**src/verilog/fraops_pkg.sv**
```systemverilog
package fraops_pkg;
    // instruction word layout
    localparam int WORD_W       = 14;
    localparam int DATA_W       = 8;
    localparam int ADDR_W       = 7;
    localparam int BITSEL_W     = 3;
    localparam int OPC_HI       = 13;
    localparam int OPC_LO       = 8;
    localparam int DEST_POS     = 7;
    localparam int BITSEL_HI    = 9;
    localparam int BITSEL_LO    = 7;
    localparam int BITOP_HI     = 13;
    localparam int BITOP_LO     = 10;
    // opcodes
    localparam logic [5:0] OPC_ADD_WORK_TO_FILE   = 6'h07;
    localparam logic [5:0] OPC_AND_WORK_WITH_FILE = 6'h05;
    localparam logic [3:0] OPC_BIT_CLEAR_FILE     = 4'h4;
    localparam logic [3:0] OPC_BIT_SET_FILE       = 4'h5;
    // status flag positions and reset values
    localparam int CARRY_POS    = 0;
    localparam int DIGIT_POS    = 1;
    localparam int ZERO_POS     = 2;
    localparam int NIBBLE_W     = 4;
    localparam logic [DATA_W-1:0] WORK_RST   = 8'h00;
    localparam logic [2:0]        STATUS_RST = 3'h0;

    typedef enum logic [2:0] {
        FRAOPS_OP_NONE,
        FRAOPS_OP_ADD,
        FRAOPS_OP_AND,
        FRAOPS_OP_BCLR,
        FRAOPS_OP_BSET
    } fraops_op_t;
endpackage

```
**src/verilog/fraops_decode.sv**
```systemverilog
// splits the instruction word into operation and operand fields
module fraops_decode (
    input  wire logic [13:0]        instr,    // instruction word
    output fraops_pkg::fraops_op_t  op,       // recognised operation
    output logic                    dest_f,   // destination is file register
    output logic [6:0]              faddr,    // file register address
    output logic [2:0]              bitsel    // bit number
);
    // only the four opcodes of this block are recognised; all else is none
    always_comb begin
        op = fraops_pkg::FRAOPS_OP_NONE;
        if (instr[fraops_pkg::OPC_HI:fraops_pkg::OPC_LO] == fraops_pkg::OPC_ADD_WORK_TO_FILE) begin
            op = fraops_pkg::FRAOPS_OP_ADD;
        end else if (instr[fraops_pkg::OPC_HI:fraops_pkg::OPC_LO] == fraops_pkg::OPC_AND_WORK_WITH_FILE) begin
            op = fraops_pkg::FRAOPS_OP_AND;
        end else if (instr[fraops_pkg::BITOP_HI:fraops_pkg::BITOP_LO] == fraops_pkg::OPC_BIT_CLEAR_FILE) begin
            op = fraops_pkg::FRAOPS_OP_BCLR;
        end else if (instr[fraops_pkg::BITOP_HI:fraops_pkg::BITOP_LO] == fraops_pkg::OPC_BIT_SET_FILE) begin
            op = fraops_pkg::FRAOPS_OP_BSET;
        end
    end

    assign dest_f = instr[fraops_pkg::DEST_POS];
    assign faddr  = instr[fraops_pkg::ADDR_W-1:0];
    assign bitsel = instr[fraops_pkg::BITSEL_HI:fraops_pkg::BITSEL_LO];
endmodule

```
**src/verilog/fraops_alu.sv**
```systemverilog
// combinational add / and / bit-modify unit with flag outputs
module fraops_alu (
    input  fraops_pkg::fraops_op_t  op,        // operation
    input  wire logic [7:0]         work,      // working register
    input  wire logic [7:0]         fval,      // file operand
    input  wire logic [2:0]         bitsel,    // bit number
    output logic [7:0]              result,    // result byte
    output logic                    carry,     // carry out of bit 7
    output logic                    digit,     // carry out of bit 3
    output logic                    zero       // result is zero
);
    logic [8:0] sum9;
    logic [4:0] low5;

    assign sum9 = {1'b0, work} + {1'b0, fval};
    assign low5 = {1'b0, work[fraops_pkg::NIBBLE_W-1:0]} + {1'b0, fval[fraops_pkg::NIBBLE_W-1:0]};

    // one result mux; flags are only consumed where the op allows
    always_comb begin
        result = fval;
        case (op)
            fraops_pkg::FRAOPS_OP_ADD:  result = sum9[7:0];
            fraops_pkg::FRAOPS_OP_AND:  result = work & fval;
            fraops_pkg::FRAOPS_OP_BCLR: result = fval & ~(8'h01 << bitsel);
            fraops_pkg::FRAOPS_OP_BSET: result = fval | (8'h01 << bitsel);
            default:                    result = fval;
        endcase
    end

    assign carry = sum9[8];
    assign digit = low5[4];
    assign zero  = (result == 8'h00);
endmodule

```
**src/verilog/fraops_core.sv**
```systemverilog
module fraops_core #(
    parameter logic [6:0] TIMER_ZERO_ADDR = 7'h01,   // address of timer zero count
    parameter int         NUM_PORTS       = 2,       // number of port registers
    parameter logic [6:0] PORT_BASE_ADDR  = 7'h05    // address of first port register
) (
    input  wire logic        sys_clk,          // instruction clock
    input  wire logic        rst_b,            // async reset, active low
    input  wire logic        instr_valid,      // instruction present this cycle
    input  wire logic [13:0] instr,            // instruction word
    input  wire logic [7:0]  file_rdata,       // file register contents at file_addr
    input  wire logic [NUM_PORTS*8-1:0] port_pins, // raw port pin levels
    input  wire logic        prescale_to_timer,// prescaler assigned to timer zero
    output logic [6:0]       file_addr,        // file register address
    output logic             file_we,          // file register write strobe
    output logic [7:0]       file_wdata,       // file register write data
    output logic [7:0]       work_q,           // working register
    output logic             carry_q,          // carry flag
    output logic             digit_carry_flag_q, // digit carry flag
    output logic             zero_q,           // zero flag
    output logic             prescale_clr,     // prescaler clear pulse
    output logic             instr_done        // instruction retired this cycle
);
    fraops_pkg::fraops_op_t op;
    logic                   dest_f;
    logic [2:0]             bitsel;
    logic [7:0]             operand;
    logic [7:0]             result;
    logic                   alu_carry;
    logic                   alu_digit;
    logic                   alu_zero;
    logic                   is_byte_op;
    logic                   writes_file;
    logic [NUM_PORTS*8-1:0] pins_meta_q;
    logic [NUM_PORTS*8-1:0] pins_sync_q;
    logic [NUM_PORTS-1:0]   port_hit;
    logic [7:0]             port_val [NUM_PORTS];

    fraops_decode u_decode (
        .instr  (instr),
        .op     (op),
        .dest_f (dest_f),
        .faddr  (file_addr),
        .bitsel (bitsel)
    );

    // pins come from outside the clock domain, so two flops first
    always_ff @(posedge sys_clk or negedge rst_b) begin
        if (!rst_b) begin
            pins_meta_q <= '0;
            pins_sync_q <= '0;
        end else begin
            pins_meta_q <= port_pins;
            pins_sync_q <= pins_meta_q;
        end
    end

    // per-port address match and pin value
    genvar gi;
    generate
        for (gi = 0; gi < NUM_PORTS; gi++) begin : g_port
            assign port_hit[gi] = (file_addr == PORT_BASE_ADDR + 7'(gi));
            assign port_val[gi] = pins_sync_q[gi*8 +: 8];
        end
    endgenerate

    // port registers read back from their pins, not from the latch
    always_comb begin
        operand = file_rdata;
        for (int i = 0; i < NUM_PORTS; i++) begin
            if (port_hit[i]) begin
                operand = port_val[i];
            end
        end
    end

    fraops_alu u_alu (
        .op     (op),
        .work   (work_q),
        .fval   (operand),
        .bitsel (bitsel),
        .result (result),
        .carry  (alu_carry),
        .digit  (alu_digit),
        .zero   (alu_zero)
    );

    assign is_byte_op  = (op == fraops_pkg::FRAOPS_OP_ADD) || (op == fraops_pkg::FRAOPS_OP_AND);
    // bit ops always write the file; byte ops only with destination one
    assign writes_file = instr_valid && (op != fraops_pkg::FRAOPS_OP_NONE) &&
                         (!is_byte_op || dest_f);

    // write strobe is combinational so the file updates at the same edge as work
    assign file_we      = writes_file;
    assign file_wdata   = result;
    assign prescale_clr = writes_file && prescale_to_timer && (file_addr == TIMER_ZERO_ADDR);
    assign instr_done   = instr_valid;

    // working register takes byte-op results with destination zero
    always_ff @(posedge sys_clk or negedge rst_b) begin
        if (!rst_b) begin
            work_q <= fraops_pkg::WORK_RST;
        end else if (instr_valid && is_byte_op && !dest_f) begin
            work_q <= result;
        end
    end

    // status flags: add touches all three, and only zero, bit ops none
    always_ff @(posedge sys_clk or negedge rst_b) begin
        if (!rst_b) begin
            carry_q            <= fraops_pkg::STATUS_RST[fraops_pkg::CARRY_POS];
            digit_carry_flag_q <= fraops_pkg::STATUS_RST[fraops_pkg::DIGIT_POS];
            zero_q             <= fraops_pkg::STATUS_RST[fraops_pkg::ZERO_POS];
        end else if (instr_valid) begin
            if (op == fraops_pkg::FRAOPS_OP_ADD) begin
                carry_q            <= alu_carry;
                digit_carry_flag_q <= alu_digit;
                zero_q             <= alu_zero;
            end else if (op == fraops_pkg::FRAOPS_OP_AND) begin
                zero_q <= alu_zero;
            end
        end
    end

    // sum and nibble sum recomputed independently for checking
    logic [8:0] chk_sum;
    logic [4:0] chk_low;
    assign chk_sum = {1'b0, work_q} + {1'b0, operand};
    assign chk_low = {1'b0, work_q[fraops_pkg::NIBBLE_W-1:0]} + {1'b0, operand[fraops_pkg::NIBBLE_W-1:0]};

    a_add_flags: assert property (@(posedge sys_clk) disable iff (!rst_b)
        (instr_valid && op == fraops_pkg::FRAOPS_OP_ADD) |=>
        (carry_q == $past(chk_sum[8]) && zero_q == ($past(chk_sum[7:0]) == 8'h00) &&
         digit_carry_flag_q == $past(chk_low[4])))
        else $error("add flags wrong");

    a_and_carry_keep: assert property (@(posedge sys_clk) disable iff (!rst_b)
        (instr_valid && op == fraops_pkg::FRAOPS_OP_AND) |=>
        ($stable(carry_q) && $stable(digit_carry_flag_q) && zero_q == ($past(work_q & operand) == 8'h00)))
        else $error("and touched wrong flags");

    a_dest_work: assert property (@(posedge sys_clk) disable iff (!rst_b)
        (instr_valid && is_byte_op && !dest_f) |-> (!file_we ##1 work_q == $past(result)))
        else $error("work destination wrong");

    a_dest_file: assert property (@(posedge sys_clk) disable iff (!rst_b)
        (instr_valid && is_byte_op && dest_f) |-> (file_we && file_wdata == result) ##1 $stable(work_q))
        else $error("file destination wrong");

    a_bit_clear: assert property (@(posedge sys_clk) disable iff (!rst_b)
        (instr_valid && op == fraops_pkg::FRAOPS_OP_BCLR) |->
        (file_we && !file_wdata[bitsel] && ((file_wdata | (8'h01 << bitsel)) == (operand | (8'h01 << bitsel)))))
        else $error("bit clear wrong");

    a_bit_set: assert property (@(posedge sys_clk) disable iff (!rst_b)
        (instr_valid && op == fraops_pkg::FRAOPS_OP_BSET) |->
        (file_we && file_wdata[bitsel] &&
         ((file_wdata & ~(8'h01 << bitsel)) == (operand & ~(8'h01 << bitsel)))) ##1
        ($stable(zero_q) && $stable(carry_q) && $stable(digit_carry_flag_q)))
        else $error("bit set wrong");

    a_port_operand: assert property (@(posedge sys_clk) disable iff (!rst_b)
        (port_hit[0]) |-> (operand == pins_sync_q[7:0]))
        else $error("port operand not from pins");

    // expectation rebuilt from the raw instruction fields, not from the write strobe
    a_prescale_clr: assert property (@(posedge sys_clk) disable iff (!rst_b)
        prescale_clr == (instr_valid && prescale_to_timer &&
                         instr[fraops_pkg::ADDR_W-1:0] == TIMER_ZERO_ADDR &&
                         (instr[fraops_pkg::BITOP_HI:fraops_pkg::BITOP_LO] == fraops_pkg::OPC_BIT_CLEAR_FILE ||
                          instr[fraops_pkg::BITOP_HI:fraops_pkg::BITOP_LO] == fraops_pkg::OPC_BIT_SET_FILE ||
                          (instr[fraops_pkg::DEST_POS] &&
                           (instr[fraops_pkg::OPC_HI:fraops_pkg::OPC_LO] == fraops_pkg::OPC_ADD_WORK_TO_FILE ||
                            instr[fraops_pkg::OPC_HI:fraops_pkg::OPC_LO] == fraops_pkg::OPC_AND_WORK_WITH_FILE)))))
        else $error("prescaler clear wrong");

    a_one_cycle: assert property (@(posedge sys_clk) disable iff (!rst_b)
        (file_we |-> instr_valid) and (instr_done == instr_valid))
        else $error("instruction not single cycle");
endmodule

```
**config.mk**
```make
export PLATFORM = sky130hd
export DESIGN_NAME = fraops_core
export DESIGN_NICKNAME = d
export VERILOG_FILES = /design/src/verilog/fraops_pkg.sv /design/src/verilog/fraops_decode.sv /design/src/verilog/fraops_alu.sv /design/src/verilog/fraops_core.sv
export SDC_FILE = /design/constraint.sdc
export NUM_CORES = 1
export LEC_CHECK = 0
export BUFFER_PORTS_ARGS = -buffer_cell sky130_fd_sc_hd__buf_2
export CORE_MARGIN = 10
export CORE_UTILIZATION = 55
export CTS_CLUSTER_SIZE = 40
export DETAILED_ROUTE_END_ITERATION = 8
export PLACE_DENSITY = 0.91
export SLEW_MARGIN = 20
export SYNTH_ARGS = -nofsm -noshare
export SYNTH_HDL_FRONTEND = slang
export SYNTH_SLANG_ARGS = --single-unit
```
**constraint.sdc**
```tcl
create_clock -name sys_clk -period 5.95 [get_ports sys_clk]
set_clock_uncertainty 0.15 [all_clocks]
set_input_delay 0.595 -clock sys_clk [delete_from_list [all_inputs] [get_ports sys_clk]]
set_output_delay 0.595 -clock sys_clk [all_outputs]
set_load 0.02 [all_outputs]
```
==> metrics.log <==
INFO  metric outcome = complete, no violations
INFO  metric p_leak = between 0.001 and 0.0015 uW
INFO  metric placement.io_buffers = 70
INFO  metric total_power_density_per_cell_area = ~260 mW/mm^2
INFO  metric worstSetupStartpointType = input port
INFO  metric clk-insertion-delay-late = between 200 and 300 ps
INFO  metric timing.critical_path.slowest_stage_cell = sky130_fd_sc_hd__or4_4
INFO  metric clockBufferDepth = 2
INFO  metric synth_seq_area_share = 0.451
INFO  metric yosysTopAreaCellShare = 0.451
INFO  metric area_growth = 17.6%
INFO  metric fp-row-count = 23
INFO  metric die_width = 85.9 microns
INFO  metric netlist-cell-type-count = 49
INFO  metric setup.worst_path.end_class = primary output
INFO  metric postCtsSetupBuffers = 0
INFO  metric track_usage = 0.162
INFO  metric synth_area_leader_cell = sky130_fd_sc_hd__dfrtp_1
INFO  metric timing.final.max_slew_violations = 0
INFO  metric sw_share = 0.303
INFO  metric drcViolationCount = 0
INFO  metric yosys.cell_count.top_type = sky130_fd_sc_hd__dfrtp_1
INFO  metric grt_max_degree = 44
INFO  metric setup_violations = 0
INFO  metric timing.max_cap.violations = 0
INFO  metric placeableCoreArea = 0.00409 sq mm
INFO  metric vdd_drop_max = between 0.15 and 0.2 mV
INFO  metric timing.fmax = around 230 MHz
INFO  metric share_clk_of_total_power = 0.295
INFO  metric drive_gt1_frac = 0.298
INFO  metric final.period_utilization = 0.743
INFO  metric clk_pin_slew_worst_paths = 80 ps
INFO  metric antennaDiodeCount = 0
INFO  metric number_of_enable_flip_flop_cells_after_synthesis = 0
INFO  metric die_area = around 0.0074 sq mm
INFO  metric max-slew-margin-rel = 0.395
INFO  metric tritoncts_num_sinks = 43
INFO  metric routed_wirelength = about 5.9 mm
INFO  metric grt_setup_unrepaired = false
INFO  metric synthArstFlopShare = 1.00
INFO  metric wl_per_cell = 16.8 microns
INFO  metric drt_iter0_drc = around 120
INFO  metric hold_removal_path_class = reg2reg
INFO  metric routed-via-count = roughly 2100
INFO  metric gp_congestion = 0.860
INFO  metric grt_antenna_before_repair = 1
INFO  metric crit_required = 5200 ps
INFO  metric share_seq_of_total_power = 0.446
INFO  metric p_int = just over 500 uW
INFO  metric firstDrtPassIters = 4
INFO  metric cts.root.buffer_cell = sky130_fd_sc_hd__clkbuf_8
INFO  metric globalRouteOverflowTotal = 0
INFO  metric cp.arrival = ~3700 ps
INFO  metric vias_per_cell = a little under 6
INFO  metric yosysWarningCount = 0
INFO  metric fin_total_pwr = between 700 and 800 uW
INFO  metric tns = 0 ps
INFO  metric synth.cells.most_frequent = sky130_fd_sc_hd__dfrtp_1 (43), sky130_fd_sc_hd__nand2_1 (18), sky130_fd_sc_hd__a21oi_1 (15)
INFO  metric synth-seq-cells = between 40 and 50
INFO  metric ios = ~70
INFO  metric critical_path_class = in2out
INFO  metric finalCriticalPeriod = approximately 4400 ps
INFO  metric tritoncts = done
INFO  metric global_route_wire_length_before_repair = a little under 10 mm
INFO  metric worst-slew-pin-transition = between 900 and 1000 ps
INFO  metric syn_area = ~0.0024 sq mm
INFO  metric syn-mean-instance-area = just under 10 sq um
INFO  metric synthCells = 240
INFO  metric critPathMaxFanout = 4
INFO  metric ant_nets = 0
INFO  metric hold_viol_final = 0
INFO  metric grt_pass1_vias = 2119
INFO  metric pwr-share-comb = 0.259
INFO  metric layout.nets = 351
INFO  metric cts.htree.levels = 2
INFO  metric p_switching = between 200 and 250 uW
INFO  metric initial_core_util = 0.584
INFO  metric hpwlAfterDp = between 4 and 5 mm
INFO  metric cpPeakStageDelay = 550 ps
INFO  metric die_height = roughly 86 microns
INFO  metric path_common_cell = sky130_fd_sc_hd__buf_2
INFO  metric crit_chain = buf_2 -> or4_4 -> o41ai_1 -> nor4_1 -> ha_1 -> fa_1 -> a21o_1 -> a21oi_1 -> o21ai_0 -> xnor2_1 -> o221ai_1 -> buf_2
INFO  metric postSynth.topFlopCell = sky130_fd_sc_hd__dfrtp_1
INFO  metric tritoncts.num_buffers = 5
INFO  metric top_cells_by_area_in_the_synthesized_netlist = sky130_fd_sc_hd__dfrtp_1 (45%), sky130_fd_sc_hd__ha_1 (4.7%), sky130_fd_sc_hd__a21oi_1 (3.1%)
INFO  metric post_cts_resized = 0
INFO  metric synth_fp_nets = about 290
INFO  metric cts_hold_buffers = 0
==> registers in the layout, indices dropped and copies added (netlist names) <==
name,count
pins_sync_q,16
pins_meta_q,16
carry_q,1
zero_q,1
digit_carry_flag_q,1
work_q,8
==> cell families after synthesis <==
| logic type | count (synthesis) | share of synthesized area |
|---|---|---|
| compound gates | 53 | 0.158 |
| xor+xnor | 5 | 0.0184 |
| fa+ha+maj | 10 | 0.0556 |
| buf+inv | 29 | 0.0603 |
| flops | 43 | 0.451 |
| mux | 6 | 0.0283 |
| simple gates | 94 | 0.228 |
==> placed cells by master (no fill, tap or decap), types with 3 or more instances in the layout <==
cell type,synthesis,layout
sky130_fd_sc_hd__xnor2_1,3,3
sky130_fd_sc_hd__nand2_1,18,18
sky130_fd_sc_hd__nand4_1,4,4
sky130_fd_sc_hd__a21oi_1,15,15
sky130_fd_sc_hd__ha_1,9,9
sky130_fd_sc_hd__nor2b_1,4,4
sky130_fd_sc_hd__and3b_1,4,4
sky130_fd_sc_hd__nor3_1,6,6
sky130_fd_sc_hd__nand2b_1,3,3
sky130_fd_sc_hd__o41ai_1,3,3
sky130_fd_sc_hd__o211ai_1,6,6
sky130_fd_sc_hd__dfrtp_1,43,43
sky130_fd_sc_hd__nor2_1,13,13
sky130_fd_sc_hd__and3_1,7,7
sky130_fd_sc_hd__nor4_1,4,4
sky130_fd_sc_hd__nand3_1,9,9
sky130_fd_sc_hd__nand3b_1,3,3
sky130_fd_sc_hd__o21ai_0,4,4
sky130_fd_sc_hd__a21o_1,3,3
sky130_fd_sc_hd__nor3b_1,8,8
sky130_fd_sc_hd__mux2_2,6,6
sky130_fd_sc_hd__clkbuf_8,0,5
sky130_fd_sc_hd__buf_2,4,70
sky130_fd_sc_hd__inv_1,10,10
sky130_fd_sc_hd__a311oi_1,6,6
sky130_fd_sc_hd__o221ai_1,3,3
==> layer usage <==
metal  vias to the layer above  wire length (microns)  share of wire  GRT usage
li1                        997                      -              -          -
met1                       960                   2340           0.40      0.185
met2                        80                   2910           0.50      0.268
met3                        15                    454          0.077     0.0549
met4                         2                    142          0.024     0.0704
met5                         -                     13         0.0022          0
==> power by group through the flow <==
stage | combinational, uW | clock, uW | sequential [uW]
3_3_place_gp | 184 | 0 | 334
2_1_floorplan | 118 | 0 | 343
4_1_cts | 191 | 226 | 329
5_1_grt | 212 | 244 | 332
3_5_place_dp | 190 | 0 | 335
6_report | 191 | 218 | 329
==> through the flow <==
step,util,hold slack (ps),instances,setup slack (ps),cell area (sq um)
floorplan,-,149,240,1910,2390
global placement,0.661,182,342,1660,2700
detailed placement,0.661,185,342,1540,2700
CTS,0.687,196,349,1540,2810
global route,0.687,210,349,1280,2810
finish,0.687,194,349,1530,2810
==> layout make-up <==
class,instances,area (sq um)
inverters,10,37.5
clock buffers,5,68.8
multi-input cells,168,1170
well taps,50,62.6
repair buffers,71,358
fillers,337,1280
clock inverters,2,37.5
flip-flops and latches,43,1080
==> path summary, 6_finish.rpt <==
path	startpoint	slack [ps]	cells past startpoint	to
max in group asynchronous	rst_b	4800	1	pins_sync_q[4]
setup / recovery	instr[3]	1530	12	file_wdata[6]
hold / removal	pins_meta_q[2]	190	0	pins_sync_q[2]
min in group asynchronous	rst_b	280	1	work_q[5]
setup reg to reg	pins_sync_q[9]	2780	11	zero_q
hold reg to reg	pins_meta_q[2]	190	0	pins_sync_q[2]
==> critical path, delay by kind of cell <==
kind / cells / cell delay (ps)
XOR/XNOR: 1 / 160
adder cells (fa/ha/maj): 2 / 650
AO/OA/AOI/OAI: 5 / 1250
AND/OR/NAND/NOR: 2 / 670
buffers and inverters: 2 / 350
No activity file was read; power rests on OpenSTA's default activity.
